[config.mk]
export PLATFORM = sky130hd
export DESIGN_NAME = ppc_regs
export DESIGN_NICKNAME = d
export VERILOG_FILES = /design/src/common/ppc_pkg.sv /design/src/core/ppc_regs.sv /design/src/core/ppc_conv.sv
export SDC_FILE = /design/constraint.sdc
export NUM_CORES = 1
export LEC_CHECK = 0
export BUFFER_PORTS_ARGS = -buffer_cell sky130_fd_sc_hd__buf_4
export CAP_MARGIN = 20
export CORE_MARGIN = 5
export CORE_UTILIZATION = 45
export CTS_CLUSTER_SIZE = 30
export DETAILED_ROUTE_END_ITERATION = 7
export PLACE_DENSITY = 0.76
export SLEW_MARGIN = 20
export SYNTH_ARGS = -nofsm -noshare
export SYNTH_HDL_FRONTEND = slang
export SYNTH_SLANG_ARGS = --single-unit
[constraint.sdc]
create_clock -name ref_clk -period 2.8 [get_ports ref_clk]
set_input_delay 0.56 -clock ref_clk [delete_from_list [all_inputs] [get_ports ref_clk]]
set_output_delay 0.56 -clock ref_clk [all_outputs]
set_load 0.1 [all_outputs]
[src/common/ppc_pkg.sv]
// shared constants for the per-port control and status register group
package ppc_pkg;
	// ==========================================
	// register selects
	localparam logic [3:0] PPC_SEL_CTRL_ONE = 4'h2;
	localparam logic [3:0] PPC_SEL_CTRL_TWO = 4'h3;
	localparam logic [3:0] PPC_SEL_STATUS_ONE = 4'h4;
	localparam logic [3:0] PPC_SEL_STATUS_TWO = 4'h5;
	localparam logic [3:0] PPC_SEL_DISC_LOW = 4'h6;
	localparam logic [3:0] PPC_SEL_DISC_HIGH = 4'h7;
	// ==========================================
	// field positions
	localparam int PPC_BIT_PORT_DIS = 4;
	localparam int PPC_BIT_START = 3;
	localparam int PPC_BIT_ABORT = 2;
	localparam int PPC_BIT_DISC_FAIL = 7;
	localparam int PPC_BIT_FUNC_DONE = 6;
	localparam int PPC_BIT_WDOG = 4;
	localparam int PPC_BIT_CONV_ACT = 3;
	localparam int PPC_BIT_MEAS_DONE = 7;
	// ==========================================
	// reset values and codes
	localparam logic [7:0] PPC_RESET_BYTE = 8'h00;
	localparam logic [3:0] PPC_FUNC_DISC1 = 4'h1;
	localparam logic [3:0] PPC_FUNC_DISC2 = 4'h2;
	localparam logic [2:0] PPC_FAULT_NONE = 3'h0;
	localparam logic [2:0] PPC_FAULT_SUPPLY_WINDOW = 3'h1;
	localparam logic [2:0] PPC_FAULT_THERMAL_SHUTDOWN = 3'h2;
	localparam logic [2:0] PPC_FAULT_OVERLOAD = 3'h3;
	localparam logic [2:0] PPC_FAULT_DISCONNECT = 3'h4;
	localparam int PPC_NUM_PORTS = 4;
	// conversion length in cycles
	localparam logic [7:0] PPC_CONV_CYCLES = 8'h20;
	typedef enum logic [1:0] {PPC_IDLE, PPC_CONV} ppc_state_e;
endpackage

[src/core/ppc_regs.sv]
// per-port control, status and discovery result registers for four ports
// ==========================================
// What this block does
// - control two: D4 disables port, D3 self-clearing start, D2 abort
// - function done set on completion, cleared by new function write; D7 discovery fail
// - three-bit fault field: none, supply, thermal, overload, disconnect; rest reserved
// - status two D3 reads one while a conversion runs
// - 15-bit discovery result split into low byte and high D0..D6
// - measurement-complete flag clears when either discovery starts
// - measurement-complete flag sets when any conversion finishes
// - function codes 0001 and 0010 select the two discovery operations
module ppc_regs
	import ppc_pkg::*;
(
	input wire logic ref_clk,
	input wire logic rst,
	input wire logic clk_en,
	input wire logic [1:0] port_sel,
	input wire logic [3:0] reg_sel,
	input wire logic wr_en,
	input wire logic [7:0] wr_data,
	input wire logic rd_en,
	output logic [7:0] rd_data,
	input wire logic [3:0] func_done_evt,
	input wire logic [3:0] disc_fail_evt,
	input wire logic [11:0] port_class,
	input wire logic [11:0] fault_code,
	input wire logic [3:0] wdog_active,
	input wire logic [11:0] func_state,
	input wire logic [59:0] adc_sample,
	output logic [3:0] port_disable,
	output logic [3:0] conv_active,
	output logic [15:0] func_code
);
	import ppc_pkg::*;

	logic [3:0] dis_reg;
	logic [3:0] abort_reg;
	logic [3:0] done_reg;
	logic [3:0] fail_reg;
	logic [3:0] start_w;
	logic [3:0] func_w;
	logic [3:0] disc_begin;
	logic [3:0] meas_done;
	logic [59:0] result;
	logic [3:0] ctrl_two_w;
	logic [2:0] sel_class;
	logic [2:0] sel_fault;
	logic [2:0] sel_state;
	logic [14:0] sel_result;
	logic [7:0] rd_next;

	// ==========================================
	// decode and byte assembly
	// decode of a write to one port's register
	function automatic logic hit(input logic [1:0] p, input logic [3:0] s, input int i,
			input logic [3:0] want);
		hit = (p == i[1:0]) && (s == want);
	endfunction

	// reserved fault codes are masked to none so software never reads one
	function automatic logic [2:0] fault_map(input logic [2:0] f);
		case (f)
			PPC_FAULT_SUPPLY_WINDOW: fault_map = f;
			PPC_FAULT_THERMAL_SHUTDOWN: fault_map = f;
			PPC_FAULT_OVERLOAD: fault_map = f;
			PPC_FAULT_DISCONNECT: fault_map = f;
			default: fault_map = PPC_FAULT_NONE;
		endcase
	endfunction

	// status one from msb down: fail, done, class, fault
	function automatic logic [7:0] status_one_byte(input logic fail, input logic done,
			input logic [2:0] cls, input logic [2:0] fault);
		status_one_byte = PPC_RESET_BYTE;
		status_one_byte[PPC_BIT_DISC_FAIL] = fail;
		status_one_byte[PPC_BIT_FUNC_DONE] = done;
		status_one_byte[5:3] = cls;
		status_one_byte[2:0] = fault;
	endfunction

	// status two: upper three bits always read zero
	function automatic logic [7:0] status_two_byte(input logic wdog, input logic act,
			input logic [2:0] state);
		status_two_byte = PPC_RESET_BYTE;
		status_two_byte[PPC_BIT_WDOG] = wdog;
		status_two_byte[PPC_BIT_CONV_ACT] = act;
		status_two_byte[2:0] = state;
	endfunction

	// completion flag sits above the seven upper result bits
	function automatic logic [7:0] disc_high_byte(input logic meas, input logic [6:0] hi);
		disc_high_byte = PPC_RESET_BYTE;
		disc_high_byte[PPC_BIT_MEAS_DONE] = meas;
		disc_high_byte[6:0] = hi;
	endfunction

	// ==========================================
	// per-port logic
	genvar g;
	for (g = 0; g < PPC_NUM_PORTS; g++) begin : g_port
		assign func_w[g] = clk_en && wr_en && hit(port_sel, reg_sel, g, PPC_SEL_CTRL_ONE);
		assign ctrl_two_w[g] = clk_en && wr_en && hit(port_sel, reg_sel, g, PPC_SEL_CTRL_TWO);
		// start is a strobe only, so it never reads back as set
		assign start_w[g] = ctrl_two_w[g] && wr_data[PPC_BIT_START];
		// only the two discovery codes restart the result flag
		assign disc_begin[g] = func_w[g] && ((wr_data[3:0] == PPC_FUNC_DISC1)
			|| (wr_data[3:0] == PPC_FUNC_DISC2));

		// disable and abort are plain levels held from control two
		always_ff @(posedge ref_clk) begin
			if (rst) begin
				dis_reg[g] <= 1'b0;
			end else if (ctrl_two_w[g]) begin
				dis_reg[g] <= wr_data[PPC_BIT_PORT_DIS];
			end
		end

		always_ff @(posedge ref_clk) begin
			if (rst) begin
				abort_reg[g] <= 1'b0;
			end else if (ctrl_two_w[g]) begin
				abort_reg[g] <= wr_data[PPC_BIT_ABORT];
			end
		end

		always_ff @(posedge ref_clk) begin
			if (rst) begin
				func_code[g*4 +: 4] <= 4'h0;
			end else if (func_w[g]) begin
				func_code[g*4 +: 4] <= wr_data[3:0];
			end
		end

		// set wins over the clear of a same-cycle function write
		always_ff @(posedge ref_clk) begin
			if (rst) begin
				done_reg[g] <= 1'b0;
			end else if (clk_en) begin
				if (func_done_evt[g]) begin
					done_reg[g] <= 1'b1;
				end else if (func_w[g]) begin
					done_reg[g] <= 1'b0;
				end
			end
		end

		// a new discovery clears the fail bit, a same-cycle fail still wins
		always_ff @(posedge ref_clk) begin
			if (rst) begin
				fail_reg[g] <= 1'b0;
			end else if (clk_en) begin
				if (disc_fail_evt[g]) begin
					fail_reg[g] <= 1'b1;
				end else if (disc_begin[g]) begin
					fail_reg[g] <= 1'b0;
				end
			end
		end

		// one sequencer per port; its done strobe stays inside it
		ppc_conv u_conv (
			.ref_clk(ref_clk),
			.rst(rst),
			.clk_en(clk_en),
			.start(start_w[g]),
			.abort(abort_reg[g]),
			.disc_begin(disc_begin[g]),
			.sample(adc_sample[g*15 +: 15]),
			.busy(conv_active[g]),
			.done_pulse(),
			.meas_done(meas_done[g]),
			.result(result[g*15 +: 15])
		);
	end

	// the disable level goes straight out to the port switch
	assign port_disable = dis_reg;

	// ==========================================
	// fields of the port being read
	assign sel_class = port_class[port_sel*3 +: 3];
	assign sel_fault = fault_code[port_sel*3 +: 3];
	assign sel_state = func_state[port_sel*3 +: 3];
	assign sel_result = result[port_sel*15 +: 15];

	// ==========================================
	// read path; write-only and unmapped selects read zero
	always_comb begin
		rd_next = PPC_RESET_BYTE;
		case (reg_sel)
			PPC_SEL_STATUS_ONE: begin
				rd_next = status_one_byte(fail_reg[port_sel], done_reg[port_sel], sel_class,
					fault_map(sel_fault));
			end
			PPC_SEL_STATUS_TWO: begin
				rd_next = status_two_byte(wdog_active[port_sel], conv_active[port_sel],
					sel_state);
			end
			PPC_SEL_DISC_LOW: begin
				rd_next = sel_result[7:0];
			end
			PPC_SEL_DISC_HIGH: begin
				rd_next = disc_high_byte(meas_done[port_sel], sel_result[14:8]);
			end
			default: begin
				rd_next = PPC_RESET_BYTE;
			end
		endcase
	end

	// registered so the byte holds steady until the next read strobe
	always_ff @(posedge ref_clk) begin
		if (rst) begin
			rd_data <= PPC_RESET_BYTE;
		end else if (clk_en && rd_en) begin
			rd_data <= rd_next;
		end
	end
endmodule

[src/core/ppc_conv.sv]
// one port's conversion sequencer and result holder
module ppc_conv
	import ppc_pkg::*;
(
	input wire logic ref_clk,
	input wire logic rst,
	input wire logic clk_en,
	input wire logic start,
	input wire logic abort,
	input wire logic disc_begin,
	input wire logic [14:0] sample,
	output logic busy,
	output logic done_pulse,
	output logic meas_done,
	output logic [14:0] result
);
	ppc_state_e state_reg;
	logic [7:0] cnt_reg;

	assign busy = (state_reg == PPC_CONV);

	always_ff @(posedge ref_clk) begin
		if (rst) begin
			state_reg <= PPC_IDLE;
			cnt_reg <= 8'h00;
			done_pulse <= 1'b0;
		end else if (clk_en) begin
			done_pulse <= 1'b0;
			case (state_reg)
				PPC_IDLE: begin
					if (start && !abort) begin
						state_reg <= PPC_CONV;
						cnt_reg <= 8'h00;
					end
				end
				PPC_CONV: begin
					if (abort) begin
						state_reg <= PPC_IDLE;
					end else if (cnt_reg == PPC_CONV_CYCLES - 8'h01) begin
						state_reg <= PPC_IDLE;
						done_pulse <= 1'b1;
					end else begin
						cnt_reg <= cnt_reg + 8'h01;
					end
				end
				default: state_reg <= PPC_IDLE;
			endcase
		end
	end

	always_ff @(posedge ref_clk) begin
		if (rst) begin
			result <= 15'h0000;
		end else if (clk_en && done_pulse) begin
			result <= sample;
		end
	end

	// flag sets on any conversion done and clears only on a new discovery; that clear beats a late done
	always_ff @(posedge ref_clk) begin
		if (rst) begin
			meas_done <= 1'b0;
		end else if (clk_en) begin
			if (disc_begin) begin
				meas_done <= 1'b0;
			end else if (done_pulse) begin
				meas_done <= 1'b1;
			end
		end
	end
endmodule

==> results of run 1 <==
==> per-stage QoR <==
step	cells	hold slack (ns)	total power, mW	util (%)	setup slack [ns]
after global routing	1103	0.3753	4.863	58.94	0.6456
after floorplan	762	0.4329	2.272	-	0.5789
final	1103	0.3860	4.707	58.94	0.7862
after detailed placement	1071	0.4444	2.462	54.84	0.3390
after global placement	1071	0.4400	2.461	54.84	0.4000
after CTS	1103	0.3651	4.739	58.94	0.8130
==> final timing paths <==
kind / startpoint / to / slack [ns] / cells after the start
worst min-delay path: adc_sample[20] / g_port[1].u_conv.result[5] / 0.39 / 3
worst min register to register: g_port[2].u_conv.result[9] / g_port[2].u_conv.result[9] / 0.45 / 2
worst max-delay path: port_sel[1] / g_port[2].u_conv.cnt_reg[5] / 0.79 / 6
worst max register to register: g_port[1].u_conv.cnt_reg[0] / g_port[1].u_conv.cnt_reg[7] / 0.89 / 7
==> routing by layer <==
layer / global-route usage [%] / vias to the layer above / part of all wire [%]
met4: 9.714 / 0 / 3.0
met2: 34.28 / 282 / 46
met5: 0 / - / 0
li1: - / 2965 / -
met1: 29.84 / 2887 / 43
met3: 6.231 / 50 / 8.3
==> power breakdown <==
| group | leakage (nW) | switching [mW] | internal, mW |
|---|---|---|---|
| Sequential | 1.16 | 0.00523 | 2.06 |
| Combinational | 1.76 | 0.174 | 0.184 |
| Clock | 0.295 | 0.850 | 1.43 |
==> logic make-up after synthesis <==
kind of cell	count (synthesis)	synth area share (%)
flip-flops	144	43.36
XOR/XNOR	23	3.030
multiplexers	51	12.65
adder cells (fa/ha/maj)	4	0.7528
AND/OR/NAND/NOR	323	22.04
AO/OA/AOI/OAI	158	14.26
buffers and inverters	59	3.914
==> layout by cell type (no fill, tap or decap), types with 4 or more instances in the layout <==
master                        n
sky130_fd_sc_hd__nand4b_1     4
sky130_fd_sc_hd__nand3b_1     4
sky130_fd_sc_hd__nand2_1    174
sky130_fd_sc_hd__a211oi_1     9
sky130_fd_sc_hd__nor4_1       4
sky130_fd_sc_hd__a22oi_1      4
sky130_fd_sc_hd__buf_4      176
sky130_fd_sc_hd__mux2i_1     21
sky130_fd_sc_hd__a21oi_1     97
sky130_fd_sc_hd__inv_1        6
sky130_fd_sc_hd__and3_1       6
sky130_fd_sc_hd__o21ai_0     15
sky130_fd_sc_hd__nand2b_1    10
sky130_fd_sc_hd__xnor2_1      9
sky130_fd_sc_hd__nor3_1      11
sky130_fd_sc_hd__mux4_2      26
sky130_fd_sc_hd__a31oi_1      4
sky130_fd_sc_hd__nand4_1      4
sky130_fd_sc_hd__nand3_1     21
sky130_fd_sc_hd__mux2_2       4
sky130_fd_sc_hd__ha_1         4
sky130_fd_sc_hd__dfxtp_1    144
sky130_fd_sc_hd__clkinv_2     7
sky130_fd_sc_hd__xor2_1      14
sky130_fd_sc_hd__o2111ai_1    7
sky130_fd_sc_hd__clkbuf_16   17
sky130_fd_sc_hd__nor2_1      59
sky130_fd_sc_hd__and2_1       9
==> worst reg2reg max path: cells and delay by family, from the launching register on <==
kind                       cells  cell delay, ns
buffers and inverters          1            0.18
DFF                            1            0.33
and+or+nand+nor                2            0.61
AOI/OAI and AO/OA              3            0.52
adders and majority gates      1            0.21
==> area by class of cell <==
type	count	area [um^2]	share of cell area, %
Inverter	8	30.03	0.3505
Sequential cell	144	2883	33.65
Multi-Input combinational cell	559	3506	40.92
Timing Repair Buffer	176	1321	15.42
Clock buffer	20	456.7	5.331
Clock inverter	12	140.1	1.636
Tap cell	184	230.2	2.687
==> metrics list, run 1 <==
- Library cell used as clock root buffer: sky130_fd_sc_hd__clkbuf_16
- Counting the buffers created by CTS gives 17.
* Number of rows created at floorplan: 44
- The run finished with clean final reports.
* Number of port buffers: about 160
- Synthesis-stage register bit count: between 100 and 150
- Worst-path maximum fanout: 28
- Synth Warn #: 0
- The slowest stage of the critical path belongs to the cell sky130_fd_sc_hd__or4_4.
- STA classifies the critical path startpoint as an input pin.
- Total Nets Final: just over 1000
* Top delay family on crit path: simple AND/OR/NAND/NOR gates
- Tot GR Track Use: between 20% and 30%
- The clock tree synthesis step divided the H-tree into 4 levels.
- Number of distinct library cell variants in the gate-level netlist after synthesis: 55
* Number of design-rule violations left by the first detailed-router iteration: around 670
- Power density over cell area: about 550 mW/mm^2
- Area growth, synth to finish: 28.85%
* Pin count of the biggest net entering global routing: 53
- After layout, the worst path uses between 70 and 80% of the clock period.
* Gate count of the mapped netlist: about 760
- Unrepaired setup endpoints after global routing: false
- Summed instance area of the synthesized netlist: around 0.0066 mm^2
* Number of endpoints with negative hold slack in the final report: 0
- Max Clock Skew: 0.004720 ns
- Endpoint required time on the critical path: 3.10 ns
* Worst-case headroom to the max-slew limit: a little under half
* Most used standard cells in the synthesized netlist: sky130_fd_sc_hd__nand2_1, sky130_fd_sc_hd__dfxtp_1, sky130_fd_sc_hd__a21oi_1
- Stage delay of the slowest cell on the critical path: ~0.51 ns
- Core footprint: ~0.015 mm^2
* Data arrival at the endpoint of the critical path: 2.31 ns
* CTS tree: done
* Die Wd: 131.6 um
* Slew at the pin with the worst max-slew slack: 0.8091 ns
* Wire length after detailed routing: 19530 um
- For this design the top-level I/O count stands at ~160.
* Synthesized netlist net count: ~890
- Average cell area after synthesis: 8.726 um^2
- Summing all non-filler instances in the final layout gives an area of approximately 0.0086 mm^2.
- In this run the static leakage power is around 3.2 nW.
- The die is between 100 and 150 um tall.
* Class of the most critical setup path: input pin to flop
* Worst VDD drop: 0.4687 mV
* Clock sink total: around 140
- Across the run, the number of max-cap violations was 0.
- The initial utilization of the core area, before any placement, comes to ~46%.
* Main synth FF type: sky130_fd_sc_hd__dfxtp_1
- Traced cell by cell, the critical path runs through buf_4, nand4b_1, or4_4, a2111oi_1, xnor2_1, nor2_1.
* Critical path buffer and inverter count: 1
* Placed instance area: about 0.0080 mm^2
* Buffer levels on the longest clock path: 2
* Sequential share of the synthesized area: between 40 and 50%
* Final slew viol count: 0
* Floorplan die area: 0.01731 mm^2
- The HPWL after detailed placement is 13910 um.
- Cells resized by post-CTS repair: 0
- For this run, design rule violations remaining after detail routing come to 0.
* Remaining antenna violation count after routing: 0
- Final setup TNS: 0 ns
- Worst-path clk slew: ~0.060 ns
* Filler cell count: 1300
- The initial antenna violation count came to 1.
- sky130_fd_sc_hd__nand2_1 is the most common cell in the netlist.
- Fraction of synthesized cell area taken by the top area cell type: a little over two fifths
- Global-route wire length before repair: between 30000 and 40000 um
- Minimum clock period after layout: 2.014 ns
* Biggest area consumer among synthesized cells: sky130_fd_sc_hd__dfxtp_1
- Final global-route overflow total: 0
- Ranked by total cell area, the synthesized netlist is headed by sky130_fd_sc_hd__dfxtp_1, sky130_fd_sc_hd__nand2_1, sky130_fd_sc_hd__mux4_2, sky130_fd_sc_hd__a21oi_1, sky130_fd_sc_hd__nor2_1.
- Setup violations remaining at the end of the flow were counted as 0.
- Once the clock tree was built, the setup fixing pass inserted 0 buffers.
* Share of synthesized registers carrying an async set or reset: 0%
- The register with the most flip-flops in the layout has 60 of them.
- The later pin in the worst-skew pair is clocked with a latency of 0.42 ns.
* Average via count per standard cell: around 5.6
- Number of antenna repair diodes: 0
- Summing over every cut layer, the via total after detailed routing is about 6000.
* # hold bufs at CTS: 0
* Placer congestion estimate: between 0.9 and 1
* Number of global-route vias before repair: 6024
- Fraction of layout cells with a size suffix above 1: 26.99%
- Average wire per standard cell: ~18 um
- Yosys mapped a number of flops with a built-in enable equal to 0.
- The worst setup path is captured at a flop.
- The path class of the tightest hold or removal check is input pin to flop.
- For this run, the top clock speed supported by timing is approximately 0.50 GHz.
- The first TritonRoute pass finished after 5 iterations.
Note: power is estimated with default switching activity, not from simulation.
==> run 2, diff against run 1 <==
--- a/config.mk
+++ b/config.mk
@@ -5,13 +5,14 @@
 export SDC_FILE = /design/constraint.sdc
 export NUM_CORES = 1
 export LEC_CHECK = 0
+export ABC_AREA = 1
 export BUFFER_PORTS_ARGS = -buffer_cell sky130_fd_sc_hd__buf_4
 export CAP_MARGIN = 20
 export CORE_MARGIN = 5
 export CORE_UTILIZATION = 45
 export CTS_CLUSTER_SIZE = 30
 export DETAILED_ROUTE_END_ITERATION = 7
-export PLACE_DENSITY = 0.76
+export PLACE_DENSITY = 0.75
 export SLEW_MARGIN = 20
 export SYNTH_ARGS = -nofsm -noshare
 export SYNTH_HDL_FRONTEND = slang
==> constraint.sdc (replaced) <==
create_clock -name ref_clk -period 2.1 [get_ports ref_clk]
set_input_delay 0.42 -clock ref_clk [delete_from_list [all_inputs] [get_ports ref_clk]]
set_output_delay 0.42 -clock ref_clk [all_outputs]
set_load 0.1 [all_outputs]
==> run 2 against run 1 <==
Cell area increased by 6.2%. Global-route usage increased by 0.44 points. Worst setup slack got worse by 0.44 ns. Clock power increased by 28%. Sequential cell count unchanged. Core utilization increased by 0.47 points. First-iteration DRC count decreased by 31%. Largest power group unchanged.
==> metrics list, run 2 <==
* Critical path buffer and inverter count: 1 (unchanged)
- The async set-or-reset flop fraction in the synthesized netlist was 0% (unchanged).
- The die span in y came to 135.5 um (was 131.6 um).
* # hold bufs at CTS: 0 (unchanged)
* Xor and xnor area share after synthesis: 1.235% (was 3.030%)
- The placement-stage cell area was 0.008529 mm^2 (was 0.007970 mm^2).
- The wire length of the first global-routing pass came to 33820 um (was 31470 um).
- The arrival time at the worst endpoint came to 1.34 ns (was 2.31 ns).
* Final design area excluding fillers: 0.009099 mm^2 (was 0.008567 mm^2)
- Die Wd: 135.5 um (was 131.6 um)
- Outcome: finished clean (unchanged).
- Area growth, synth to finish: 28.34% (was 28.85%)
- Average wire per standard cell: 14.32 um (was 17.71 um)
- Vias: 7413 (was 6184)
- Power density over cell area: 683.0 mW/mm^2 (was 549.5 mW/mm^2)
- Place WS: 0.2678 ns (was 0.3390 ns)
- Cell types with the largest area share after synthesis: sky130_fd_sc_hd__dfxtp_1, sky130_fd_sc_hd__nand2_1, sky130_fd_sc_hd__o21ai_0, sky130_fd_sc_hd__nor2_1, sky130_fd_sc_hd__a21oi_1 (was sky130_fd_sc_hd__dfxtp_1, sky130_fd_sc_hd__nand2_1, sky130_fd_sc_hd__mux4_2, sky130_fd_sc_hd__a21oi_1, sky130_fd_sc_hd__nor2_1).
* Main combinational cell family by area after synthesis: simple AND/OR/NAND/NOR gates (unchanged)
* Synth Warn #: 0 (unchanged)
- The number of global-route vias before repair is 6800 (was 6024).
* Worst-path maximum fanout: 10 (was 28)
* Wire length after detailed routing: 20920 um (was 19530 um)
- The maximum root-to-sink buffer count is 2 (unchanged).
- The number of DRC markers in iteration 0 came to 458 (was 668).
* Synthesized netlist net count: 1218 (was 893)
- The final setup TNS was 0 ns (unchanged).
- Core footprint: 0.01531 mm^2 (was 0.01453 mm^2)
* Sequential group share of total power: 44.3% (was 43.8%)
* Portion of netlist area occupied by mux cells: 0% (was 12.65%)
* Fraction of layout cells with a size suffix above 1: 18.88% (was 26.99%)
- The internal power is 4.770 mW (was 3.677 mW).
- I/O pins: 159 (unchanged)
* Final instance count without filler cells: 1461 (was 1103)
- The post-cts resize count came to 0 (unchanged).
* Average cell area after synthesis: 6.522 um^2 (was 8.726 um^2)
- The register area was 0.002883 mm^2 (unchanged).
- The worst path needs about 1.8 ns of the cycle, external delays included.
* Main synth FF type: sky130_fd_sc_hd__dfxtp_1 (unchanged)
* Insertion delay of the later-clocked pin in the worst-skew pair: 0.42 ns (about the same)
- Final slew viol count: 0 (unchanged)
- Max Clock Skew: 0.007156 ns (was 0.004720 ns)
* Post-synthesis share of cell area spent on and, or, nand and nor gates: 31.79% (was 22.04%)
- The number of antenna repair diodes was 0 (unchanged).
- Most used standard cells in the synthesized netlist: sky130_fd_sc_hd__nand2_1, sky130_fd_sc_hd__dfxtp_1, sky130_fd_sc_hd__nor2_1 (was sky130_fd_sc_hd__nand2_1, sky130_fd_sc_hd__dfxtp_1, sky130_fd_sc_hd__a21oi_1).
* Class of the most critical setup path: flop to output port (was input pin to flop)
* Number of endpoints with negative hold slack in the final report: 0 (unchanged)
- Final-report setup violation count: 0 (unchanged)
- Average via count per standard cell: 5.074 (was 5.607)
- Summed instance area of the synthesized netlist: 0.007089 mm^2 (was 0.006649 mm^2)
- Final-layout worst hold slack: 0.2250 ns (was 0.3860 ns)
- Count of buffers added by post-CTS timing repair for setup: 0 (unchanged)
- The total routing usage reported by global routing is 22.89% (was 22.44%).
- Commonest cells after routing, fill and taps aside: sky130_fd_sc_hd__nand2_1, sky130_fd_sc_hd__buf_4, sky130_fd_sc_hd__dfxtp_1, sky130_fd_sc_hd__nor2_1, sky130_fd_sc_hd__o21ai_0 (was sky130_fd_sc_hd__buf_4, sky130_fd_sc_hd__nand2_1, sky130_fd_sc_hd__dfxtp_1, sky130_fd_sc_hd__a21oi_1, sky130_fd_sc_hd__nor2_1)
* Library cell used as clock root buffer: sky130_fd_sc_hd__clkbuf_16 (unchanged)
- The worst vdd rail ir drop came to 0.4128 mV (was 0.4687 mV).
- Floorplan die area: 0.01836 mm^2 (was 0.01731 mm^2)
- The clock network fraction of design power is 47.2% (was 48.5%).
* Stage delay of the slowest cell on the critical path: 0.54 ns (was 0.51 ns)
* Final global-route overflow total: 0 (unchanged)
* Top delay family on crit path: flip-flops (was simple AND/OR/NAND/NOR gates)
- Number of distinct library cell variants in the gate-level netlist after synthesis: 36 (was 55)
- The number of levels the H-tree was split into came to 4 (unchanged).
- Cell type of the slowest stage on the worst timing path: sky130_fd_sc_hd__dfxtp_1 (was sky130_fd_sc_hd__or4_4)
- DPL Wire Length: 15360 um (was 13910 um)
- The most common cell in the synthesized netlist was sky130_fd_sc_hd__nand2_1 (unchanged).
- The number of flip-flops in the largest register was 60 (unchanged).
* Placed instance count: 1431 (was 1071)
- The count of maximum capacitance violations is 0 (unchanged).
- The adder-cell area share of the yosys netlist was 0.7060% (was 0.7527%).
- The TritonCTS sink count was 144 (unchanged).
- Total Nets Final: 1370 (was 1037)
- Leakage power summed over all cells: 3.957 nW (was 3.213 nW)
- The number of search-and-repair iterations in the first detailed-routing pass came to 6 (was 5).
- Type of origin of the critical path: flop (was input pin)
* Final cycle utilization of the critical path: a little over four fifths
- Pin count of the biggest net entering global routing: 48 (was 53)
- Post-synthesis compound-gate area fraction: 17.70% (was 14.26%)
* Synthesis-stage register bit count: 144 (unchanged)
- Unrepaired setup endpoints after global routing: false (unchanged).
- The count of antenna-violating nets left after detailed routing was 0 (unchanged).
* Number of port buffers: 155 (unchanged)
* Switching Share: 23.24% (was 21.88%)
- The effective utilization at floorplan is 46.29% (was 45.75%).
- The worst hold-check path type is input pin to flop (unchanged).
* Highest clock frequency the design can meet: between 0.5 and 0.6 GHz
- The power dissipated by switching net loads came to 1.444 mW (was 1.030 mW).
* CTS tree: done (unchanged)
- Worst-path clk slew: 0.06 ns (about the same)
* Placer congestion estimate: 0.9229 (was 0.9049)
- Number of flops mapped to enable cells by yosys: 0 (unchanged)
* Footprint of the multi-input gates: 0.003646 mm^2 (was 0.003506 mm^2)
- Gate count of the mapped netlist: 1087 (was 762)
- The most frequent standard cell in the layout excluding fill and tap cells was sky130_fd_sc_hd__nand2_1 (was sky130_fd_sc_hd__buf_4).
* Logic pwr share: 8.5% (was 7.6%)
* Cell-by-cell listing of the critical path: buf_4 (was buf_4, nand4b_1, or4_4, a2111oi_1, xnor2_1, nor2_1)
- Filler cell count: 1488 (was 1300)
- Initial antenna violation count: 0 (was 1)
- Worst-case headroom to the max-slew limit: 59.26% (was 46.06%)
- Slew at the pin with the worst max-slew slack: 0.6105 ns (was 0.8091 ns)
- DR DRC count: 0 (unchanged)
* Fraction of synthesized cell area taken by the top area cell type: 40.66% (was 43.36%)
- The post-route core utilization was 59.41% (was 58.94%).
* Endpoint required time on the critical path: 1.68 ns (was 3.10 ns)
* Setup ws final: 0.3413 ns (was 0.7862 ns)
- Sequential share of the synthesized area: 40.66% (was 43.36%)
* Total Power: 6.214 mW (was 4.707 mW)
- The most area-hungry cell type in the Yosys netlist is sky130_fd_sc_hd__dfxtp_1 (unchanged).
* TritonCTS buffer count: 17 (unchanged)
- Category of the worst setup path capture point: output port (was flop)
- Number of rows created at floorplan: 45 (was 44)
run 2: path summary, 6_finish.rpt:
path	startpoint	cells past startpoint	slack [ns]	to
worst min-delay path	disc_fail_evt[3]	3	0.23	fail_reg[3]
worst max-delay path	g_port[3].u_conv.state_reg[0]	1	0.34	conv_active[3]
worst max register to register	g_port[1].u_conv.cnt_reg[0]	7	0.36	g_port[1].u_conv.cnt_reg[6]
worst min register to register	g_port[0].u_conv.result[12]	2	0.45	g_port[0].u_conv.result[12]
run 2: logic make-up (layout without fill, tap and decap cells):
logic type,Yosys count,after routing
simple gates,548,548
compound gates,240,240
flops,144,144
buf+inv,141,304
xor+xnor,10,10
fa+ha+maj,4,4
run 2: power groups by stage:
stage | Combinational (mW) | Clock (mW) | Sequential (mW)
finish | 0.528 | 2.93 | 2.76
global placement | 0.521 | 0 | 2.81
floorplan | 0.225 | 0 | 2.83
detailed placement | 0.524 | 0 | 2.81
global route | 0.582 | 3.09 | 2.75
CTS | 0.527 | 2.96 | 2.75
run 2: cell type report:
class                   count  area share, %
multi-input cells         802          40.07
flip-flops and latches    144          31.68
repair buffers            182          15.29
clock buffers              19          4.978
inverters                  92          3.795
well taps                 211          2.902
clock inverters            11          1.279
run 2: metal layers:
metal | wire length [um] | vias up | track usage, %
li1 | - | 3810 | -
met1 | 9789 | 3342 | 31.79
met2 | 9257 | 235 | 35.62
met3 | 1516 | 26 | 4.681
met4 | 352 | 0 | 7.503
met5 | 0 | - | 0
